===== config.mk =====
export PLATFORM = sky130hd
export DESIGN_NAME = scp_serial_config_port
export DESIGN_NICKNAME = d
export VERILOG_FILES = /design/src/design/scp_pkg.sv /design/src/design/scp_serial_config_port.sv
export VERILOG_INCLUDE_DIRS = /design/src /design/src/design
export SDC_FILE = /design/constraint.sdc
export NUM_CORES = 1
export LEC_CHECK = 0
export BUFFER_PORTS_ARGS = -buffer_cell sky130_fd_sc_hd__buf_2
export CAP_MARGIN = 20
export CORE_MARGIN = 10
export CORE_UTILIZATION = 35
export DETAILED_ROUTE_END_ITERATION = 8
export GPL_TIMING_DRIVEN = 0
export HOLD_SLACK_MARGIN = 0.1
export PLACE_DENSITY = 0.58
export SYNTH_ARGS = -nofsm -noshare
export SYNTH_HDL_FRONTEND = slang
export SYNTH_SLANG_ARGS = --single-unit

===== constraint.sdc =====
create_clock -name core_clk -period 4.05 [get_ports core_clk]
set_input_delay 0.2025 -clock core_clk [delete_from_list [all_inputs] [get_ports core_clk]]
set_output_delay 0.2025 -clock core_clk [all_outputs]
set_load 0.1 [all_outputs]

===== src/design/scp_defines.svh =====
`ifndef SCP_DEFINES_SVH
`define SCP_DEFINES_SVH

// ==========================================================
// register offsets
`define SCP_OFF_ADDR      8'h00
`define SCP_OFF_RESET     8'h01
`define SCP_OFF_GCFG      8'h02

// ==========================================================
// field positions
`define SCP_ADDR_SRC_BIT  0
`define SCP_BACK_LINK_BIT 2
`define SCP_FULL_RST_BIT  1
`define SCP_PART_RST_BIT  0
`define SCP_G_DRIVE_EN    7
`define SCP_G_OVERRIDE    6
`define SCP_G_OSC_CLK     5
`define SCP_G_SLEEP_SEL   4
`define SCP_G_LEGACY_SRC  3
`define SCP_G_LEGACY      2
`define SCP_G_LOWF_SRC    1
`define SCP_G_LOWF        0

// ==========================================================
// reset values
`define SCP_RESET_RST     8'h04
`define SCP_GCFG_RST      8'h00

// ==========================================================
// strap band to bus address
`define SCP_STRAP_BAND0   7'h2C
`define SCP_STRAP_BASE    7'h32
`define SCP_STRAP_TOP     7'h3B
`define SCP_STRAP_BANDS   4'hA

// ==========================================================
// timing: cycles after reset before the strap is caught
`define SCP_STRAP_SETTLE  3'h7

`endif


===== src/design/scp_pkg.sv =====
package scp_pkg;

   // ==========================================================
   // bus engine states
   typedef enum logic [6:0] {
      SCP_IDLE     = 7'h01,
      SCP_ADDR     = 7'h02,
      SCP_ADDR_ACK = 7'h04,
      SCP_WR_BYTE  = 7'h08,
      SCP_WR_ACK   = 7'h10,
      SCP_RD_BYTE  = 7'h20,
      SCP_RD_ACK   = 7'h40
   } scp_fsm_t;

   // ==========================================================
   // whole module state
   typedef struct packed {
      scp_fsm_t    fsm;
      logic [10:0] s1;
      logic [10:0] s2;
      logic [10:0] s3;
      logic [10:0] filt;
      logic        scl_prev;
      logic        sda_prev;
      logic        lock_prev;
      logic [7:0]  shreg;
      logic [7:0]  tx;
      logic [3:0]  cnt;
      logic        rw;
      logic        first;
      logic [7:0]  offset;
      logic [6:0]  own_addr;
      logic        addr_src;
      logic [6:0]  strap_addr;
      logic [2:0]  strap_cnt;
      logic        strap_ok;
      logic        back_link;
      logic [7:0]  gcfg;
      logic        full_pend;
      logic        part_pend;
      logic        sda_oe_n;
      logic        sda_out;
      logic        drive_en;
      logic        sleep_sel;
      logic        osc_sel;
      logic        legacy;
      logic        low_freq;
      logic        full_pulse;
      logic        part_pulse;
   } scp_state_t;

endpackage


===== src/design/scp_serial_config_port.sv =====
// Function
// - answers one of ten selectable addresses
// - strap band maps to 0x2C or 0x33-0x3B
// - start, repeated start and stop frame transfers
// - matching address is acknowledged with data low
// - mismatching address leaves data line released
// - every written byte is acknowledged
// - exchanges open with start, close with stop
// - lines only pulled low or released
// - address field writable only while bit0 set
// - bit0 picks strap or register address
// - bit1 resets all logic and registers except the input sync
// - bit0 resets logic but not registers
// - output enable bit, cleared on lock loss
// - bit6 lets register bits override pins
// - bit5 sends oscillator clock when unlocked
// - bit4 picks tristate or sleep state
// - bit3 picks legacy mode source
// - bit2 sets legacy mode when selected
// - bit1 picks low freq source, bit0 value
`timescale 1ns/1ps
`include "scp_defines.svh"

module scp_serial_config_port (
   input  wire logic       core_clk,
   input  wire logic       rst_n,
   input  wire logic       scl_in,
   input  wire logic       sda_in,
   output logic            sda_out,
   output logic            sda_oe_n,
   input  wire logic [3:0] address_strap_pin,
   input  wire logic       link_lock,
   input  wire logic       legacy_compat_pin,
   input  wire logic       low_freq_range_pin,
   input  wire logic       lvcmos_drive_enable_pin,
   input  wire logic       sleep_state_select_pin,
   output logic            lvcmos_drive_enable,
   output logic            sleep_state_select,
   output logic            lvds_clock_out_osc_sel,
   output logic            legacy_compat,
   output logic            low_freq_range,
   output logic            back_link_enable,
   output logic            full_digital_reset,
   output logic            partial_digital_reset
);

   // ==========================================================
   // reset image
   localparam scp_pkg::scp_state_t SCP_RST = '{
      fsm:       scp_pkg::SCP_IDLE,
      // bus lines idle high in every stage, so no false edge after reset
      s1:        11'h003,
      s2:        11'h003,
      s3:        11'h003,
      filt:      11'h003,
      scl_prev:  1'b1,
      sda_prev:  1'b1,
      back_link: 1'b1,
      gcfg:      `SCP_GCFG_RST,
      sda_oe_n:  1'b1,
      default:   '0
   };

   scp_pkg::scp_state_t q;
   scp_pkg::scp_state_t d;

   logic       scl;
   logic       sda;
   logic       lock;
   logic       scl_rise;
   logic       scl_fall;
   logic       start_det;
   logic       stop_det;
   logic       lock_fall;
   logic [6:0] eff_addr;
   logic [7:0] rd_data;

   // ==========================================================
   // helpers
   // strap band decode
   function automatic logic [6:0] scp_strap_map(input logic [3:0] band);
      if (band == 4'h0) begin
         scp_strap_map = `SCP_STRAP_BAND0;
      end else if (band < `SCP_STRAP_BANDS) begin
         scp_strap_map = `SCP_STRAP_BASE + {3'h0, band};
      end else begin
         scp_strap_map = `SCP_STRAP_TOP;
      end
   endfunction

   // register read mux, unlisted offsets read zero
   function automatic logic [7:0] scp_read(
      input logic [7:0]          off,
      input scp_pkg::scp_state_t s,
      input logic [6:0]          addr
   );
      case (off)
         `SCP_OFF_ADDR:  scp_read = {addr, s.addr_src};
         `SCP_OFF_RESET: scp_read = {5'h00, s.back_link, 2'h0};
         `SCP_OFF_GCFG:  scp_read = s.gcfg;
         default:        scp_read = 8'h00;
      endcase
   endfunction

   assign scl       = q.filt[0];
   assign sda       = q.filt[1];
   assign lock      = q.filt[2];
   assign scl_rise  = scl & ~q.scl_prev;
   assign scl_fall  = ~scl & q.scl_prev;
   // frame conditions with the clock held high
   assign start_det = scl & q.scl_prev & q.sda_prev & ~sda;
   assign stop_det  = scl & q.scl_prev & ~q.sda_prev & sda;
   assign lock_fall = q.lock_prev & ~lock;
   assign eff_addr  = q.addr_src ? q.own_addr : q.strap_addr;
   assign rd_data   = scp_read(q.offset, q, eff_addr);

   // ==========================================================
   // next state
   always_comb begin
      d            = q;
      d.full_pulse = 1'b0;
      d.part_pulse = 1'b0;
      d.sda_out    = 1'b0;
      // three-stage sync; s1 feeds only s2
      d.s1 = {address_strap_pin, sleep_state_select_pin,
              lvcmos_drive_enable_pin, low_freq_range_pin,
              legacy_compat_pin, link_lock, sda_in, scl_in};
      d.s2 = q.s1;
      d.s3 = q.s2;
      for (int i = 0; i < 11; i++) begin
         if (q.s2[i] == q.s3[i]) begin
            d.filt[i] = q.s3[i];
         end
      end
      d.scl_prev  = scl;
      d.sda_prev  = sda;
      d.lock_prev = lock;

      // strap caught once the sync has settled
      if (!q.strap_ok) begin
         d.strap_cnt = q.strap_cnt + 3'h1;
         if (q.strap_cnt == `SCP_STRAP_SETTLE) begin
            d.strap_ok   = 1'b1;
            d.strap_addr = scp_strap_map(q.filt[10:7]);
            d.own_addr   = scp_strap_map(q.filt[10:7]);
         end
      end

      case (q.fsm)
         scp_pkg::SCP_IDLE: begin
            d.sda_oe_n = 1'b1;
         end
         scp_pkg::SCP_ADDR: begin
            if (scl_rise) begin
               d.shreg = {q.shreg[6:0], sda};
               d.cnt   = q.cnt + 4'h1;
            end else if (scl_fall && q.cnt == 4'h8) begin
               if (q.strap_ok && q.shreg[7:1] == eff_addr) begin
                  d.sda_oe_n = 1'b0;
                  d.rw       = q.shreg[0];
                  d.fsm      = scp_pkg::SCP_ADDR_ACK;
               end else begin
                  // release, stay quiet until next start
                  d.sda_oe_n = 1'b1;
                  d.fsm      = scp_pkg::SCP_IDLE;
               end
            end
         end
         scp_pkg::SCP_ADDR_ACK, scp_pkg::SCP_RD_ACK: begin
            if (q.fsm == scp_pkg::SCP_RD_ACK && scl_rise && sda) begin
               d.fsm = scp_pkg::SCP_IDLE;
            end else if (scl_fall) begin
               d.cnt = 4'h0;
               if (q.rw) begin
                  d.sda_oe_n = rd_data[7];
                  d.tx       = {rd_data[6:0], 1'b0};
                  d.fsm      = scp_pkg::SCP_RD_BYTE;
               end else begin
                  d.sda_oe_n = 1'b1;
                  d.fsm      = scp_pkg::SCP_WR_BYTE;
               end
            end
         end
         scp_pkg::SCP_WR_BYTE: begin
            if (scl_rise) begin
               d.shreg = {q.shreg[6:0], sda};
               d.cnt   = q.cnt + 4'h1;
            end else if (scl_fall && q.cnt == 4'h8) begin
               d.sda_oe_n = 1'b0;
               d.fsm      = scp_pkg::SCP_WR_ACK;
               if (q.first) begin
                  // first data byte is the offset
                  d.first  = 1'b0;
                  d.offset = q.shreg;
               end else begin
                  case (q.offset)
                     `SCP_OFF_ADDR: begin
                        // field locked unless bit0 stored set
                        if (q.addr_src) begin
                           d.own_addr = q.shreg[7:1];
                        end
                        d.addr_src = q.shreg[`SCP_ADDR_SRC_BIT];
                     end
                     `SCP_OFF_RESET: begin
                        d.back_link = q.shreg[`SCP_BACK_LINK_BIT];
                        // full reset taken at the stop
                        if (q.shreg[`SCP_FULL_RST_BIT]) begin
                           d.full_pend = 1'b1;
                        end
                        // partial reset taken at the stop
                        if (q.shreg[`SCP_PART_RST_BIT]) begin
                           d.part_pend = 1'b1;
                        end
                     end
                     `SCP_OFF_GCFG: begin
                        d.gcfg = q.shreg;
                     end
                     default: begin
                        d.gcfg = q.gcfg;
                     end
                  endcase
               end
            end
         end
         scp_pkg::SCP_WR_ACK: begin
            if (scl_fall) begin
               d.sda_oe_n = 1'b1;
               d.cnt      = 4'h0;
               d.fsm      = scp_pkg::SCP_WR_BYTE;
            end
         end
         scp_pkg::SCP_RD_BYTE: begin
            if (scl_rise) begin
               d.cnt = q.cnt + 4'h1;
            end else if (scl_fall) begin
               if (q.cnt == 4'h8) begin
                  d.sda_oe_n = 1'b1;
                  d.fsm      = scp_pkg::SCP_RD_ACK;
               end else begin
                  // a one bit is a released line
                  d.sda_oe_n = q.tx[7];
                  d.tx       = {q.tx[6:0], 1'b0};
               end
            end
         end
         default: begin
            d.fsm      = scp_pkg::SCP_IDLE;
            d.sda_oe_n = 1'b1;
         end
      endcase

      if (start_det) begin
         d.fsm      = scp_pkg::SCP_ADDR;
         d.cnt      = 4'h0;
         d.first    = 1'b1;
         d.sda_oe_n = 1'b1;
      end

      // losing lock beats a same-cycle write
      if (lock_fall) begin
         d.gcfg[`SCP_G_DRIVE_EN] = 1'b0;
      end

      // override picks register or pin control
      if (q.gcfg[`SCP_G_OVERRIDE]) begin
         d.drive_en  = lock & q.gcfg[`SCP_G_DRIVE_EN];
         d.sleep_sel = q.gcfg[`SCP_G_SLEEP_SEL];
      end else begin
         d.drive_en  = lock & q.filt[5];
         d.sleep_sel = q.filt[6];
      end
      d.osc_sel  = q.gcfg[`SCP_G_OSC_CLK] & ~lock;
      d.legacy   = q.gcfg[`SCP_G_LEGACY_SRC] ?
                   q.gcfg[`SCP_G_LEGACY] : q.filt[3];
      d.low_freq = q.gcfg[`SCP_G_LOWF_SRC] ?
                   q.gcfg[`SCP_G_LOWF] : q.filt[4];

      if (stop_det) begin
         d.fsm      = scp_pkg::SCP_IDLE;
         d.sda_oe_n = 1'b1;
         if (q.part_pend) begin
            d.part_pend  = 1'b0;
            d.part_pulse = 1'b1;
         end
      end

      if (!rst_n) begin
         d = SCP_RST;
      end else if (stop_det && q.full_pend) begin
         // defaults back, strap caught again; sync kept
         d            = SCP_RST;
         d.s1         = q.s1;
         d.s2         = q.s2;
         d.s3         = q.s3;
         d.filt       = q.filt;
         d.full_pulse = 1'b1;
      end
   end

   always_ff @(posedge core_clk) begin
      q <= d;
   end

   assign sda_out                = q.sda_out;
   assign sda_oe_n               = q.sda_oe_n;
   assign lvcmos_drive_enable    = q.drive_en;
   assign sleep_state_select     = q.sleep_sel;
   assign lvds_clock_out_osc_sel = q.osc_sel;
   assign legacy_compat          = q.legacy;
   assign low_freq_range         = q.low_freq;
   assign back_link_enable       = q.back_link;
   assign full_digital_reset     = q.full_pulse;
   assign partial_digital_reset  = q.part_pulse;
endmodule


# Yosys cells after proc, flatten, opt, wreduce, memory -nomap -nowiden
# Cells that the tools add are included.
# word_totals
word_cells	230
output_inout_bits	10
regBits	123
# classes
mux	66
bitwise_logic	23
order_cmp	1
add_sub_neg	3
n_reduce_logical	45
eq_ne	48
# op_table
op	n
$mux W7	16
$mux W8	7
$mux W17	3
$pmux W7 S6	1
$ne A3 B3 Y1 const B	9
$ne A2 B2 Y1 const B	13
$reduce_and A2 Y1	13
$mux W12	2
$pmux W8 S3	1
$mux W1	23
$reduce_and A10 Y1	2
$reduce_and A5 Y1	4
$pmux W8 S2	1
$reduce_or A3 Y1	5
$mux W2	6
$not A1 Y1	12
$pmux W4 S3	1
$and A1 B1 Y1	11
$eq A1 B1 Y1	11
$reduce_and A9 Y1	1
$eq A8 B1 Y1 const B	1
$eq A8 B2 Y1 const B	1
$logic_not A8 Y1	1
$mux W4	2
29 further kinds	39

# Depth between registers and ports, before layout
# depth
depth_word	12
mapped_depth	10
depth_no_buf	8

# Worst setup path before layout
# OpenSTA, ideal clock, no wires.
# synth_timing
path_type	flip-flop to flip-flop
startpoint	register q[49] in the netlist's numbering
endpoint	register q (netlist bit back_link_enable)
setup_ns	0.122
synth_period_minus_slack_ns	2.202
n_path_buf	1
stages_incl_launch_ff	10
slack_ns	1.848
required_ns	3.928
t_arrival_ns	2.080
cell_sequence	dfxtp_1 -> inv_1 -> ha_1 -> nand3b_1 -> or2_1 -> buf_6 -> or4_4 -> nor4b_4 -> mux2i_1 -> nand2_1
# synth_via
elab_chain_len	3
# synth_rtl
item	line	source
start: declaration	scp_serial_config_port.sv:64	scp_pkg::scp_state_t q;
start signal: assignment	scp_serial_config_port.sv:301	q <= d;
$eq A4 B4 Y1	scp_serial_config_port.sv:188	end else if (scl_fall && q.cnt == 4'h8) begin
$logic_and A1 B1 Y1	scp_serial_config_port.sv:188	
$reduce_and A5 Y1 (no line)	--	
# No other way between the ends.
# A chain may end at the register's enable or synchronous reset.

# Final worst setup path
# Same ends and word-level chain as after synthesis.

==> results_dict.tcl <==
set metrics [dict create \
    vdd_drop_max_v 0.000273 \
    power_density_mw_per_mm2 424 \
    fin_nets 689 \
    ant_nets 0 \
    cp-end-kind "flip-flop" \
    fin_setup_tns_ns 0 \
    grt_use_met2 0.221 \
    finalMaxSlewViolations 0 \
    drcViolationCount 0 \
    timing_worst_setup_path_type "reg2reg" \
    ys_types 54 \
    fillCellCount 1459 \
    path_cells "inv_1, ha_1, nand3b_1, or2_1, buf_6, or4_4, nor4b_4, mux2i_1, nand2_1" \
    drive_gt1_frac 0.0954 \
    start_kind "flip-flop" \
    cap_violations 0 \
    wl_per_cell_um 15.2 \
    synth_most_common_cell "dfxtp_1" \
    grt_pass1_vias 4456 \
    use_met1 0.168 \
    antennaDiodeCount 0 \
    leakagePower_nw 2.46 \
    antenna_found_initial 0 \
    hold_path_depth 2 \
    area_delta_synth_final_pct 18.6 \
    fmax_mhz 394 \
    setup-violations-final 0 \
    fin_util 0.428 \
    drt-initial-drc-count 290 \
    crit_required_ns 4.34 \
    via_count 4447 \
    synthFlopType "dfxtp_1" \
    cpPeakStageDelay_ns 0.54 \
    routed_wl_um 13100 \
    syn_nets 638 \
    root_buffer "clkbuf_16" \
    synth_area_sq_mm 0.00529 \
    globalRoute.totalOverflow 0 \
    grt.total_usage 0.137 \
    cts_tree "yes" \
    grt_max_degree 17 \
    ys_ff_latch 121 \
    initial_core_util 0.361 \
    seq_area_frac_synth 0.458 \
    async_reset_ff_frac 0 \
    ff2ff_path_depth 9 \
    rsz0062_at_grt "no" \
    post-route-period-util 0.627 \
    syn_avg_cell_area_sq_um 8.54 \
    worstMarginPinSlew_ns 0.757 \
    hold_viol_final 0 \
    synth_top_cell_by_area "dfxtp_1" \
    globalplace.congestion 0.883 \
    rrSetupSlack_ns 1.51 \
    outcome "finished clean" \
    stdcell_area_sq_mm 0.00627 \
    crit_fanout 9 \
    cts.sinks 121 \
    fin_skew_ns 0.00877 \
    yosys.area.top_type_share 0.458 \
    hold_slack_ns 0.187 \
    synth_warnings 0 \
    htreeDepth 4 \
    ys_top_cells_by_count "dfxtp_1 (121), nand2_1 (103), nor2_1 (65), a21oi_1 (42), a21boi_0 (36)" \
    grt-busiest-layer "met2" \
    port_buffers 21 \
    cts_buffer_depth 2 \
    use_met3 0.0391 \
    row_count 44 \
    synth_edf_count 0 \
    viasPerCell 5.14 \
    p_total_w 0.00266 \
    ys_top_cells_by_area "dfxtp_1 (46%), nand2_1 (7.3%), mux2i_1 (6.6%)" \
    slew_headroom 0.491 \
    hold_path_class "in2reg" \
    finalCriticalPeriod_ns 2.54 \
    core_area_sq_mm 0.0146 \
    insertion_delay_ns 0.42 \
    dp_hpwl_um 9620 \
    clkTransAtPathRegs_ns 0.05 \
    crit_slowest_cell "or4_4" \
    die_w_um 143 \
    numCtsBuffers 17 \
    dieArea_sq_mm 0.0204 \
    post_synth_inst_count 619 \
    cp.arrival_ns 2.82 \
    grt_pass1_wl_um 22100 \
    die_h_um 143 \
    drt_pass1_iterations 6 \
    place_area_sq_mm 0.00562 \
    pin_count 23 \
]
[final cells by class]
type / instances / area [sq um] / share of cell area
Multi-Input combinational cell: 456 / 2680 / 0.428
Sequential cell: 121 / 2420 / 0.386
Clock buffer: 28 / 527 / 0.0840
Tap cell: 184 / 230 / 0.0367
Timing Repair Buffer: 32 / 215 / 0.0343
Buffer: 39 / 169 / 0.0269
Inverter: 3 / 11.3 / 0.00180
Clock inverter: 2 / 10.0 / 0.00160
[report_power, final]
part            total, W  leakage (nW)  switching [W]  internal (W)
combinational  0.0000765          1.22      0.0000448     0.0000317
clock            0.00136         0.266       0.000492      0.000869
sequential       0.00122         0.981      0.0000104       0.00121
[what timing repair did]
action	in CTS	in global routing
hold buffers	11	0
endpoints found under the hold margin	11	0
buffers inserted	0	0
resized for setup	0	0
[layer usage]
metal  vias to the layer above  part of all wire
met4                         0             0.016
met5                         -                 0
met1                      2092              0.48
li1                       2245                 -
met3                        25             0.042
met2                        85              0.46
[cell families after synthesis]
| family | after synthesis | share of synthesized area |
|---|---|---|
| simple gates | 274 | 0.251 |
| compound gates | 129 | 0.157 |
| flops | 121 | 0.458 |
| buf+inv | 42 | 0.0341 |
| mux | 36 | 0.0684 |
| xor+xnor | 10 | 0.0166 |
| fa+ha+maj | 6 | 0.0142 |
| other cells | 1 | 0.000709 |
[critical path, delay by kind of cell, from the launching register on]
family	cells	cell delay, ns
muxes	1	0.23
buffers and inverters	2	0.21
DFF	1	0.35
adders and majority gates	1	0.13
and+or+nand+nor	5	1.49
[state kept, by name, summed over array words and instances (netlist names)]
signal,flops
full_digital_reset,1
legacy_compat,1
sleep_state_select,1
sda_oe_n,1
lvds_clock_out_osc_sel,1
low_freq_range,1
back_link_enable,1
lvcmos_drive_enable,1
partial_digital_reset,1
q,111
lock,1
[per-stage QoR]
step	std cells	worst slack, ns
2_1_floorplan	619	1.85
3_3_place_gp	824	1.53
3_5_place_dp	824	1.53
4_1_cts	865	1.53
5_1_grt	865	1.30
6_report	865	1.51
[worst paths after layout]
check	startpoint	endpoint
setup / recovery	q[49]$_SDFFE_PP0P_	back_link_enable$_SDFFE_PP1P_
hold / removal	rst_n	q[69]$_SDFF_PP0_
setup reg to reg	q[49]$_SDFFE_PP0P_	back_link_enable$_SDFFE_PP1P_
hold reg to reg	q[111]$_SDFFE_PN0N_	q[111]$_SDFFE_PN0N_
[cells in the final DEF, fill, tap and decap left out, drive strengths merged, types with 4 or more instances in the layout]
| master | n |
|---|---|
| a211oi | 6 |
| ha | 6 |
| xor2 | 9 |
| dfxtp | 121 |
| nor2 | 65 |
| dlygate4sd3 | 11 |
| buf | 28 |
| a21oi | 42 |
| or3 | 5 |
| nor3b | 6 |
| o21ai | 20 |
| a21boi | 36 |
| nor2b | 11 |
| nand3 | 23 |
| o211ai | 4 |
| nand4b | 5 |
| clkbuf | 60 |
| nor3 | 16 |
| nand2b | 12 |
| nor4 | 5 |
| and3 | 6 |
| nand2 | 103 |
| mux2i | 35 |
Note: power is estimated with default switching activity, not from simulation.
